### src/shared/pin_mux_pkg.sv
// shared constants for the low-power pin multiplexer
package pin_mux_pkg;
  // ==========================================================
  // pin and function counts
  localparam int unsigned LP_PIN_COUNT  = 22;
  localparam int unsigned MAIN_FN_COUNT = 5;
  localparam int unsigned FN_SEL_W      = 3;
  localparam int unsigned LP_SEL_W      = 2;
  // ==========================================================
  // low-power function slots
  localparam logic [1:0] LP_FN_GPIO     = 2'h0;
  localparam logic [1:0] LP_FN_I2C      = 2'h3;
  localparam int unsigned I2C_PIN_COUNT = 4;
  // ==========================================================
  // usb data pins, low-power numbering
  localparam int unsigned USB_DM_PIN = 19;
  localparam int unsigned USB_DP_PIN = 20;
  // ==========================================================
  // debug port and boot straps
  localparam int unsigned DBG_W   = 4;
  localparam int unsigned STRAP_W = 2;
  // ==========================================================
  // reset values
  localparam logic [4:0] FN_DEFAULT_HIGH_RST = 5'h1E;
  localparam logic       PIN_FN_SEL_RST      = 1'h0;
  localparam logic       I2C_IDLE            = 1'h1;
  // ==========================================================
  // who owns a pad
  typedef enum logic [1:0] {
    OWN_MAIN,
    OWN_USB,
    OWN_LP
  } pad_owner_t;
endpackage

### src/rtl/lp_pin_slice.sv
// per-pad routing slice, combinational next values
`timescale 1ns/1ps
`default_nettype none
module lp_pin_slice
  import pin_mux_pkg::*;
#(
  parameter int unsigned         NUM_FN   = MAIN_FN_COUNT,
  parameter logic [NUM_FN-1:0]   DEF_HIGH = '0,
  parameter bit                  HAS_I2C  = 1'b0,
  parameter bit                  IS_USB   = 1'b0
) (
  // mode
  input  wire logic                deep_sleep,
  input  wire logic                usb_attached,
  input  wire logic                pad_in,
  // main multiplexer
  input  wire logic [FN_SEL_W-1:0] fn_sel,
  input  wire logic [NUM_FN-1:0]   fn_out,
  input  wire logic [NUM_FN-1:0]   fn_oe,
  output logic      [NUM_FN-1:0]   next_fn_in,
  // low-power multiplexer
  input  wire logic [LP_SEL_W-1:0] lp_sel,
  input  wire logic                lp_gpio_out,
  input  wire logic                lp_gpio_oe,
  input  wire logic                lp_i2c_oe,
  output logic                     next_lp_gpio_in,
  output logic                     next_lp_i2c_in,
  // usb serial/debug controller
  input  wire logic                usb_out,
  input  wire logic                usb_oe,
  // pad
  output logic                     next_pad_out,
  output logic                     next_pad_oe
);
  pad_owner_t owner;

  always_comb begin
    if (deep_sleep) begin
      owner = OWN_LP;
    end else if (IS_USB && usb_attached) begin
      owner = OWN_USB;
    end else begin
      owner = OWN_MAIN;
    end
  end

  // unselected peripheral inputs see their fixed default
  always_comb begin
    for (int f = 0; f < NUM_FN; f++) begin
      if (owner == OWN_MAIN && fn_sel == FN_SEL_W'(f)) begin
        next_fn_in[f] = pad_in;
      end else begin
        next_fn_in[f] = DEF_HIGH[f];
      end
    end
  end

  always_comb begin
    next_pad_out    = 1'b0;
    next_pad_oe     = 1'b0;
    next_lp_gpio_in = 1'b0;
    next_lp_i2c_in  = I2C_IDLE;
    case (owner)
      OWN_MAIN: begin
        if ({1'b0, fn_sel} < (FN_SEL_W + 1)'(NUM_FN)) begin
          next_pad_out = fn_out[fn_sel];
          next_pad_oe  = fn_oe[fn_sel];
        end
      end
      OWN_USB: begin
        next_pad_out = usb_out;
        next_pad_oe  = usb_oe;
      end
      OWN_LP: begin
        if (lp_sel == LP_FN_GPIO) begin
          next_pad_out    = lp_gpio_out;
          next_pad_oe     = lp_gpio_oe;
          next_lp_gpio_in = pad_in;
        end else if (HAS_I2C && lp_sel == LP_FN_I2C) begin
          next_pad_out   = 1'b0;
          next_pad_oe    = lp_i2c_oe;
          next_lp_i2c_in = pad_in;
        end
      end
      default: begin
        next_pad_oe = 1'b0;
      end
    endcase
  end
endmodule
`default_nettype wire

### src/rtl/low_power_io_pin_mux.sv
// low-power pin multiplexer top: main mux, deep-sleep mux, usb, debug
`timescale 1ns/1ps
`default_nettype none
// How it works
// - a default-high peripheral input reads one while its pad is elsewhere.
// - a default-low peripheral input reads zero while its pad is elsewhere.
// - in deep sleep the main mux lets go and the low-power mux owns pads.
// - each low-power pad can be a coprocessor gpio; only pads 0-3 can instead be a peripheral (i2c) pin.
// - slot F3 gives i2c, pads 0/1 clock/data of bus 0, pads 2/3 of bus 1.
// - low-power selects are indexed by low-power gpio number.
// - usb pads belong to the usb controller until the select bit is set.
// - the debug port may be fed by the usb controller, freeing its pads.
module low_power_io_pin_mux
  import pin_mux_pkg::*;
#(
  parameter int unsigned          NUM_PINS = LP_PIN_COUNT,
  parameter int unsigned          NUM_FN   = MAIN_FN_COUNT,
  parameter logic [NUM_FN-1:0]    FN_DEFAULT_HIGH =
                                    NUM_FN'(FN_DEFAULT_HIGH_RST)
) (
  // clock, reset, enable
  input  wire logic                               core_clk,
  input  wire logic                               rst_n,
  input  wire logic                               clk_en,
  // pads
  input  wire logic [NUM_PINS-1:0]                pad_in,
  output logic      [NUM_PINS-1:0]                pad_out,
  output logic      [NUM_PINS-1:0]                pad_oe,
  // main multiplexer
  input  wire logic [NUM_PINS-1:0][FN_SEL_W-1:0]  fn_sel,
  input  wire logic [NUM_PINS-1:0][NUM_FN-1:0]    fn_out,
  input  wire logic [NUM_PINS-1:0][NUM_FN-1:0]    fn_oe,
  output logic      [NUM_PINS-1:0][NUM_FN-1:0]    fn_in,
  // low-power multiplexer
  input  wire logic                               deep_sleep,
  input  wire logic [NUM_PINS-1:0][LP_SEL_W-1:0]  lp_sel,
  input  wire logic [NUM_PINS-1:0]                lp_gpio_out,
  input  wire logic [NUM_PINS-1:0]                lp_gpio_oe,
  output logic      [NUM_PINS-1:0]                lp_gpio_in,
  // low-power i2c, oe high pulls the line low
  input  wire logic [1:0]                         lp_i2c_scl_oe,
  input  wire logic [1:0]                         lp_i2c_sda_oe,
  output logic      [1:0]                         lp_i2c_scl_in,
  output logic      [1:0]                         lp_i2c_sda_in,
  // usb serial/debug controller, bit 0 d-, bit 1 d+
  input  wire logic                               pin_fn_sel_wr,
  input  wire logic                               pin_fn_sel_data,
  output logic                                    pin_function_select,
  input  wire logic [1:0]                         usb_ser_out,
  input  wire logic [1:0]                         usb_ser_oe,
  output logic      [1:0]                         usb_ser_in,
  // debug test port source
  input  wire logic                               dbg_src_usb,
  input  wire logic [DBG_W-1:0]                   dbg_pad_in,
  input  wire logic [DBG_W-1:0]                   usb_dbg_sig,
  output logic      [DBG_W-1:0]                   dbg_sig,
  output logic                                    dbg_pads_free,
  // boot straps
  input  wire logic [STRAP_W-1:0]                 strap_in,
  output logic      [STRAP_W-1:0]                 strap_value
);
  // ==========================================================
  // elaboration checks
  if (NUM_PINS <= USB_DP_PIN || NUM_PINS < I2C_PIN_COUNT) begin : g_chk_pins
    $error("NUM_PINS too small for usb and i2c pads");
  end
  if (NUM_FN < 1 || NUM_FN > (1 << FN_SEL_W)) begin : g_chk_fn
    $error("NUM_FN does not fit the select width");
  end

  logic [NUM_PINS-1:0] i2c_in;
  logic                strap_done;

  // ==========================================================
  // usb function select bit
  always_ff @(posedge core_clk) begin
    if (!rst_n) begin
      pin_function_select <= PIN_FN_SEL_RST;
    end else if (clk_en && pin_fn_sel_wr) begin
      pin_function_select <= pin_fn_sel_data;
    end
  end

  always_ff @(posedge core_clk) begin
    if (!rst_n) begin
      usb_ser_in <= '0;
    end else if (clk_en) begin
      if (!deep_sleep && !pin_function_select) begin
        usb_ser_in <= {pad_in[USB_DP_PIN], pad_in[USB_DM_PIN]};
      end else begin
        usb_ser_in <= '0;
      end
    end
  end

  // ==========================================================
  // per-pad slices, indexed by low-power gpio number
  for (genvar g = 0; g < NUM_PINS; g++) begin : g_pad
    localparam bit HAS_I2C = (g < I2C_PIN_COUNT);
    localparam bit IS_USB  = (g == USB_DM_PIN) || (g == USB_DP_PIN);
    localparam int USB_IDX = (g == USB_DP_PIN) ? 1 : 0;
    localparam int I2C_CH  = (g / 2) % 2;
    logic              i2c_oe;
    logic              n_out;
    logic              n_oe;
    logic [NUM_FN-1:0] n_fn_in;
    logic              n_gpio_in;
    logic              n_i2c_in;

    // even pads carry clock, odd pads carry data
    assign i2c_oe = !HAS_I2C ? 1'b0 :
                    ((g % 2) == 0) ? lp_i2c_scl_oe[I2C_CH]
                                   : lp_i2c_sda_oe[I2C_CH];

    lp_pin_slice #(
      .NUM_FN   (NUM_FN),
      .DEF_HIGH (FN_DEFAULT_HIGH),
      .HAS_I2C  (HAS_I2C),
      .IS_USB   (IS_USB)
    ) u_slice (
      .deep_sleep      (deep_sleep),
      .usb_attached    (!pin_function_select),
      .pad_in          (pad_in[g]),
      .fn_sel          (fn_sel[g]),
      .fn_out          (fn_out[g]),
      .fn_oe           (fn_oe[g]),
      .next_fn_in      (n_fn_in),
      .lp_sel          (lp_sel[g]),
      .lp_gpio_out     (lp_gpio_out[g]),
      .lp_gpio_oe      (lp_gpio_oe[g]),
      .lp_i2c_oe       (i2c_oe),
      .next_lp_gpio_in (n_gpio_in),
      .next_lp_i2c_in  (n_i2c_in),
      .usb_out         (usb_ser_out[USB_IDX]),
      .usb_oe          (usb_ser_oe[USB_IDX]),
      .next_pad_out    (n_out),
      .next_pad_oe     (n_oe)
    );

    always_ff @(posedge core_clk) begin
      if (!rst_n) begin
        pad_out[g]    <= 1'b0;
        pad_oe[g]     <= 1'b0;
        fn_in[g]      <= FN_DEFAULT_HIGH;
        lp_gpio_in[g] <= 1'b0;
        i2c_in[g]     <= I2C_IDLE;
      end else if (clk_en) begin
        pad_out[g]    <= n_out;
        pad_oe[g]     <= n_oe;
        fn_in[g]      <= n_fn_in;
        lp_gpio_in[g] <= n_gpio_in;
        i2c_in[g]     <= n_i2c_in;
      end
    end
  end

  assign lp_i2c_scl_in = {i2c_in[2], i2c_in[0]};
  assign lp_i2c_sda_in = {i2c_in[3], i2c_in[1]};

  // ==========================================================
  // debug test port source
  always_ff @(posedge core_clk) begin
    if (!rst_n) begin
      dbg_sig       <= '0;
      dbg_pads_free <= 1'b0;
    end else if (clk_en) begin
      dbg_sig       <= dbg_src_usb ? usb_dbg_sig : dbg_pad_in;
      dbg_pads_free <= dbg_src_usb;
    end
  end

  // ==========================================================
  // boot straps, taken once on the first enabled edge after reset
  always_ff @(posedge core_clk) begin
    if (!rst_n) begin
      strap_value <= '0;
      strap_done  <= 1'b0;
    end else if (clk_en && !strap_done) begin
      strap_value <= strap_in;
      strap_done  <= 1'b1;
    end
  end

  // ==========================================================
  // assertions
  property p_default_high;
    @(posedge core_clk) disable iff (!rst_n)
      (FN_DEFAULT_HIGH[1] && clk_en && fn_sel[1] != FN_SEL_W'(1))
      |=> (fn_in[1][1] == 1'b1);
  endproperty
  a_default_high: assert property (p_default_high)
    else $error("default-high input not held at one");

  property p_default_low;
    @(posedge core_clk) disable iff (!rst_n)
      (!FN_DEFAULT_HIGH[0] && clk_en && fn_sel[1] != '0)
      |=> (fn_in[1][0] == 1'b0);
  endproperty
  a_default_low: assert property (p_default_low)
    else $error("default-low input not held at zero");

  property p_sleep_main_off;
    @(posedge core_clk) disable iff (!rst_n)
      (clk_en && deep_sleep) |=> (fn_in[2] == FN_DEFAULT_HIGH);
  endproperty
  a_sleep_main_off: assert property (p_sleep_main_off)
    else $error("main mux still routing in deep sleep");

  property p_lp_gpio;
    @(posedge core_clk) disable iff (!rst_n)
      (clk_en && deep_sleep && lp_sel[5] == LP_FN_GPIO)
      |=> (lp_gpio_in[5] == $past(pad_in[5]))
          && (pad_oe[5] == $past(lp_gpio_oe[5]));
  endproperty
  a_lp_gpio: assert property (p_lp_gpio)
    else $error("low-power gpio not routed in deep sleep");

  property p_i2c_scl0;
    @(posedge core_clk) disable iff (!rst_n)
      (clk_en && deep_sleep && lp_sel[0] == LP_FN_I2C)
      |=> (lp_i2c_scl_in[0] == $past(pad_in[0]))
          && (pad_oe[0] == $past(lp_i2c_scl_oe[0]))
          && !pad_out[0];
  endproperty
  a_i2c_scl0: assert property (p_i2c_scl0)
    else $error("i2c bus 0 clock not on pad 0");

  property p_i2c_sda1;
    @(posedge core_clk) disable iff (!rst_n)
      (clk_en && deep_sleep && lp_sel[3] == LP_FN_I2C)
      |=> (lp_i2c_sda_in[1] == $past(pad_in[3]));
  endproperty
  a_i2c_sda1: assert property (p_i2c_sda1)
    else $error("i2c bus 1 data not on low-power pad 3");

  property p_usb_reset;
    @(posedge core_clk) disable iff (!rst_n)
      $rose(rst_n) |-> !pin_function_select ##1
        (!$past(clk_en) || $past(deep_sleep)
         || pad_out[USB_DP_PIN] == $past(usb_ser_out[1]));
  endproperty
  a_usb_reset: assert property (p_usb_reset)
    else $error("usb pads not with usb controller after reset");

  property p_usb_route;
    @(posedge core_clk) disable iff (!rst_n)
      (clk_en && !deep_sleep && !pin_function_select && !pin_fn_sel_wr)
      |=> (pad_oe[USB_DM_PIN] == $past(usb_ser_oe[0]))
          && (usb_ser_in[1] == $past(pad_in[USB_DP_PIN]));
  endproperty
  a_usb_route: assert property (p_usb_route)
    else $error("usb pads not routed to usb controller");

  property p_dbg_usb;
    @(posedge core_clk) disable iff (!rst_n)
      (clk_en && dbg_src_usb)
      |=> (dbg_sig == $past(usb_dbg_sig)) && dbg_pads_free;
  endproperty
  a_dbg_usb: assert property (p_dbg_usb)
    else $error("debug port not fed by usb controller");

  property p_strap;
    @(posedge core_clk) disable iff (!rst_n)
      (clk_en && !strap_done) |=> (strap_value == $past(strap_in))
        ##1 (strap_value == $past(strap_value) || !strap_done);
  endproperty
  a_strap: assert property (p_strap)
    else $error("boot strap not captured once");
endmodule
`default_nettype wire

### config.mk
export PLATFORM = sky130hd
export DESIGN_NAME = low_power_io_pin_mux
export DESIGN_NICKNAME = d
export VERILOG_FILES = /design/src/shared/pin_mux_pkg.sv /design/src/rtl/lp_pin_slice.sv /design/src/rtl/low_power_io_pin_mux.sv
export SDC_FILE = /design/constraint.sdc
export NUM_CORES = 1
export LEC_CHECK = 0
export BUFFER_PORTS_ARGS = -buffer_cell sky130_fd_sc_hd__buf_2
export CAP_MARGIN = 30
export CORE_AREA = 2 2 240 242
export DETAILED_ROUTE_END_ITERATION = 10
export DIE_AREA = 0 0 242 244
export GPL_TIMING_DRIVEN = 0
export PLACE_DENSITY = 0.5
export SYNTH_ARGS = -nofsm -noshare
export SYNTH_HDL_FRONTEND = slang
export SYNTH_SLANG_ARGS = --single-unit
### constraint.sdc
create_clock -name core_clk -period 1.7 [get_ports core_clk]
set_clock_uncertainty 0.1 [all_clocks]
set_input_delay 0.085 -clock core_clk [delete_from_list [all_inputs] [get_ports core_clk]]
set_output_delay 0.085 -clock core_clk [all_outputs]
set_load 0.005 [all_outputs]
Yosys cells after proc, flatten, opt, wreduce, memory -nomap -nowiden

Index checks and enable logic that the tools add are counted.

Register bits after elaboration: 191
Input port bits: 421
Output and inout bits: 190
Word-level logic and storage cells: 795

$lt $le $gt $ge: 44
Equal/unequal tests: 96
Mux-type cells: 395
Reduce and logical (&&, ||, !) cells: 162

Operators with widths:

| operator           | number |
|---|---|
| $mux 1             | 303 |
| $bmux 1 s3         | 44 |
| $eq 3x2->1 const B | 44 |
| $pmux 1 s3         | 44 |
| $logic_and 1x1->1  | 113 |
| $lt 3x4->1 const B | 22 |
| $eq 3x1->1 const B | 22 |
| $eq 3x3->1 const B | 22 |
| $logic_not 3->1    | 22 |
| $lt 3x3->1 const B | 22 |
| $logic_not 2->1    | 24 |
| $eq 2x2->1 const B | 6 |
| $mux 2             | 3 |
| $eq 2x1->1 const B | 2 |
| $mux 4             | 1 |
| $logic_not 1->1    | 3 |

Depth between registers and ports, before layout

Depth in word-level cells: 5
Depth in mapped cells: 7
Mapped depth without buffers: 4

By module

From an unflattened synthesis, not the netlist that was laid out.

Cells, all modules: 1172
Area, all modules: 11370.9 um^2

By module, submodules not included:

| module                               | times used | cells each | area each (um^2) | seq. area each (um^2) |
|---|---|---|---|---|
| low_power_io_pin_mux                 | 1          | 628        | 7064.3           | 3823.7 |
| lp_pin_slice (g_pad[10].u_slice ...) | 16         | 24         | 191.4            | 0.0 |
| lp_pin_slice (g_pad[0].u_slice ...)  | 4          | 27         | 203.9            | 0.0 |
| lp_pin_slice (g_pad[19].u_slice ...) | 2          | 26         | 214.0            | 0.0 |

Least setup slack after synthesis

Ideal clock, no wire load.

Kind: register -> register
Start: register pin_function_select
End: register fn_in[100] (netlist name)
Library setup time: 0.070 ns
Data arrival time: 1.445 ns
Required time: 1.530 ns
Slack: 0.085 ns
Stages on the path, launching flop included: 5
Path buffers: 0
Period minus slack after synthesis: 1.615 ns
Path through: dfxtp_1 > nand2b_2 > or3_1 > or4b_1 > a21oi_1

Word-level cells in the longest chain between the ends: 5

Ends and longest elaborated chain:

| element                       | RTL line                    | text |
|---|---|---|
| start, declared               | low_power_io_pin_mux.sv:48  | `output logic pin_function_select,` |
| start signal, assigned        | low_power_io_pin_mux.sv:80  | `pin_function_select <= pin_fn_sel_data;` |
| $mux 1                        | lp_pin_slice.sv:40          | `end else if (IS_USB && usb_attached) begin` |
| $mux 2                        | lp_pin_slice.sv:38          | `if (deep_sleep) begin` |
| $logic_not 2->1               | lp_pin_slice.sv:50          | `if (owner == OWN_MAIN && fn_sel == FN_SEL_W'(f)) begin` |
| $logic_and 1x1->1             | lp_pin_slice.sv:50          |  |
| $mux 1                        | lp_pin_slice.sv:50          |  |
| end signal, assigned by index | low_power_io_pin_mux.sv:150 | `fn_in[g] <= n_fn_in;` |
| end, declared                 | low_power_io_pin_mux.sv:33  | `output logic [NUM_PINS-1:0][NUM_FN-1:0] fn_in,` |

Every way passes these cells.
A chain may end at the register's enable or synchronous reset.

Worst setup path after layout

Start: input fn_sel[63] (netlist name)
End: register pad_oe[21]

Word-level cells in the longest chain between the ends: 4
Elaborated cells between the ends (all ways): 5
Those cells by class: order compare (1); mux (4)

Ends and longest elaborated chain:

| element                       | RTL line                    | text |
|---|---|---|
| start, declared               | low_power_io_pin_mux.sv:30  | `input wire logic [NUM_PINS-1:0][FN_SEL_W-1:0] fn_sel,` |
| $bmux 1 s3                    | lp_pin_slice.sv:67          | `next_pad_oe = fn_oe[fn_sel];` |
| $mux 1 (implied by the code)  | lp_pin_slice.sv:67          |  |
| $mux 1 *                      | lp_pin_slice.sv:65          | `if ({1'b0, fn_sel} < (FN_SEL_W + 1)'(NUM_FN)) begin` |
| $pmux 1 s3 *                  | lp_pin_slice.sv:63          | `case (owner)` |
| end signal, assigned by index | low_power_io_pin_mux.sv:149 | `pad_oe[g] <= n_oe;` |
| end, declared                 | low_power_io_pin_mux.sv:28  | `output logic [NUM_PINS-1:0] pad_oe,` |

Every way passes the cells marked *; elsewhere a longest branch is shown, timed or not. The select of a mux whose other input is x is not followed.

==> qor.yml <==
yosys:
  synthTopCellsByArea: "dfxtp_1, mux4_2, nand2_1"
  synth.top_cells.by_count: "dfxtp_1, nand2_1, nor2_1, a21oi_1, nand3_1"
  ys_seq_elements: 191
  synthDistinctLibCells: 41
  syn-num-nets: 1477
  yosysMostFrequentCell: "dfxtp_1"
  async_flop_share_pct: 0
  yosys_warnings: 0
  avgSynthCellArea_um2: 8.71
  synth_flop_cell: "dfxtp_1"
  synth_seq_area_share_pct: 41.6
  synth-edff-count: 0
  synthesis.area_mm2: 0.00920
  synth_area_leader_cell: "dfxtp_1"
  synth_top_area_share_pct: 41.6
  syn_inst: 1056
power:
  p_seq_share_pct: 39.6
  power.internal_mw: 8.06
  vdd_ir_drop_max_v: 0.000808
  sw_frac_of_total_pct: 31.0
  leakagePower_nw: 7.51
  combPwrFrac_pct: 24.1
  powerDensity_mw_per_mm2: 654
  pwr-share-clk_pct: 36.3
  p_sw_mw: 3.62
die:
  die_h_um: 244
  io_pins: 611
  placementRows: 87
  start_util_pct: 16.4
  die_x_um: 242
  die_area_mm2: 0.0590
  core_area_mm2: 0.0562
setup_path:
  r2r-start: "pin_function_select$_SDFFE_PN0P_"
  critPathArrivalTime_ps: 1960
  critPathRequiredTime_ps: 1950
  ff2ff_setup_slack_ps: 40
  worstPathMaxFanout: 3
  rr_endpoint: "fn_in[100]$_SDFFE_PN0P_"
  start_kind: "primary input"
  worst-setup-path-type: "in2reg"
  r2r_cells: 4
  end_kind: "flop"
final_layout:
  drive_gt1_share_pct: 37.1
  final_core_util_pct: 31.8
  layout.nets: 2480
  stdcell_count: 2829
  fin_area_mm2: 0.0179
  area_growth_pct: 94.3
timing:
  setup_tns_ps: -8.86
  max_freq_mhz: 585
  post-route-min-period_ps: 1710
  rsz0062_at_grt: "yes"
  tightest_slew_ps: 1100
  relSlewSlack_pct: 27.0
  setup_viol: 1
  timing.hold.ws_ps: -6.37
  hold_viol_final: 1
  post-route-period-util_pct: 101
  setup_slack_ps: -8.86
  final-max-slew-violation-count: 0
detailed_routing:
  drt_iter0_drc: 765
  wl_per_cell_um: 24.4
  dr_total_vias: 13300
  via_per_inst: 4.70
  ant_nets: 0
  drt-total-wl_um: 69000
  firstDrtPassIters: 5
  drc: 0
global_routing:
  grt_use_total_pct: 22.6
  grt_max_degree: 19
  grt_pass1_vias: 13700
  grt_pass1_wl_um: 95000
  antenna_found_initial: 6
  overflow: 0
cts:
  cts_buffers: 17
  clkTransAtPathRegs_ps: 80
  cts.root.buffer_cell: "clkbuf_16"
  cts.sinks: 191
  insertion_delay_ps: 500
  cts_buffer_depth: 2
  cts_tree: "built"
  htreeDepth: 4
job:
  maxCapViolCount: 0
place:
  dp_cells: 2438
  placement.io_buffers: 604
  placed_area_mm2: 0.0135
  dpl_worst_slack_ps: -1120
  hpwl_um: 51200
  gp_congestion: 0.929
min_path:
  hp-start: "fn_oe[28]"
  hold_depth: 4
  min_path_type: "in2reg"
  min_to: "pad_oe[5]$_SDFFE_PN0P_"
outcome:
  outcome: "finished with violations"
  violations: "negative hold slack, negative setup slack"
==> power by group through the flow <==
stage	Combinational (mW)	Sequential (mW)	Clock [mW]
after CTS	2.75	4.62	4.34
final	2.81	4.62	4.24
after global routing	2.98	4.63	4.47
after detailed placement	2.08	4.73	0
after floorplan	0.685	4.73	0
after global placement	1.98	4.72	0
==> worst max path at each step <==
stage / end / start / slack, ps / depth (start not counted)
5_1_grt: fn_in[41]$_SDFFE_PN1P_ / fn_sel[26] / -30 / 6
3_3_place_gp: lp_gpio_in[3]$_SDFFE_PN0P_ / clk_en / -1590 / 6
3_5_place_dp: lp_gpio_in[3]$_SDFFE_PN0P_ / clk_en / -1120 / 6
4_1_cts: fn_in[100]$_SDFFE_PN0P_ / pin_function_select$_SDFFE_PN0P_ / 3 / 4
2_1_floorplan: fn_in[100]$_SDFFE_PN0P_ / pin_function_select$_SDFFE_PN0P_ / 80 / 4
6_report: pad_oe[21]$_SDFFE_PN0P_ / fn_sel[63] / -9 / 6
==> layout by cell type, fill, tap and decap left out, types with 19 or more instances in the layout <==
cell type	n
a32oi_1	22
o22ai_1	40
dlygate4sd3_1	352
a31oi_1	34
o21ai_0	53
nor2_1	115
nand2_1	142
and3_1	19
buf_8	20
nand4_1	20
a21oi_1	60
clkbuf_1	38
dfxtp_1	190
inv_1	28
nor4b_1	21
mux4_2	41
buf_2	615
nand3_1	54
==> flip-flops by register name (all words and copies together), names as in the netlist <==
signal	flops
dbg_sig	4
pad_oe	22
strap_value	2
pin_function_select	1
lp_i2c_sda_in	2
lp_gpio_in	22
pad_out	22
dbg_pads_free	1
fn_in	110
usb_ser_in	2
lp_i2c_scl_in	2
strap_done	1
==> layout make-up <==
type,count,area [µm²]
Antenna cell,1,2.50
Buffer,69,315
Clock buffer,17,425
Clock inverter,15,154
Fill cell,5862,38300
Inverter,28,105
Multi-Input combinational cell,768,5110
Sequential cell,191,3830
Tap cell,756,946
Timing Repair Buffer,984,6980
==> kinds of logic (layout without fill, tap and decap cells) <==
logic type             count (synthesis)  after routing  synth area share, %
AND/OR/NAND/NOR                      459            459                 25.1
AO/OA/AOI/OAI                        257            257                 17.8
flip-flops                           191            191                 41.6
buffers and inverters                 97           1113                 4.23
multiplexers                          52             52                 11.3
other                                  0              1                    0
==> through the flow <==
| step | hold WS (ps) | power, mW |
|---|---|---|
| finish | -6.37 | 11.7 |
| global placement | 234 | 6.70 |
| global route | 21.7 | 12.1 |
| detailed placement | 243 | 6.81 |
| CTS | 0.217 | 11.7 |
| floorplan | 120 | 5.41 |
==> repair_timing <==
action	in CTS	in global routing
hold endpoints to repair	190	0
buffers inserted	1	3
pin swaps	0	2
hold buffers	354	0
endpoints found under the setup margin	144	33
gates resized for setup	24	39
==> critical path, stage by stage <==
cell and delay, ps:
dlygate4sd3_1 560, buf_6 120, mux4_2 470, dlygate4sd3_1 590
nand2_1 80, a21oi_1 50
==> routing by layer <==
metal	wire length, µm	GRT usage [%]
met1	27500	26.3
met5	9	0
met4	3400	11.5
met3	5180	5.67
met2	32900	38.6
Note: power is estimated with default switching activity, not from simulation.
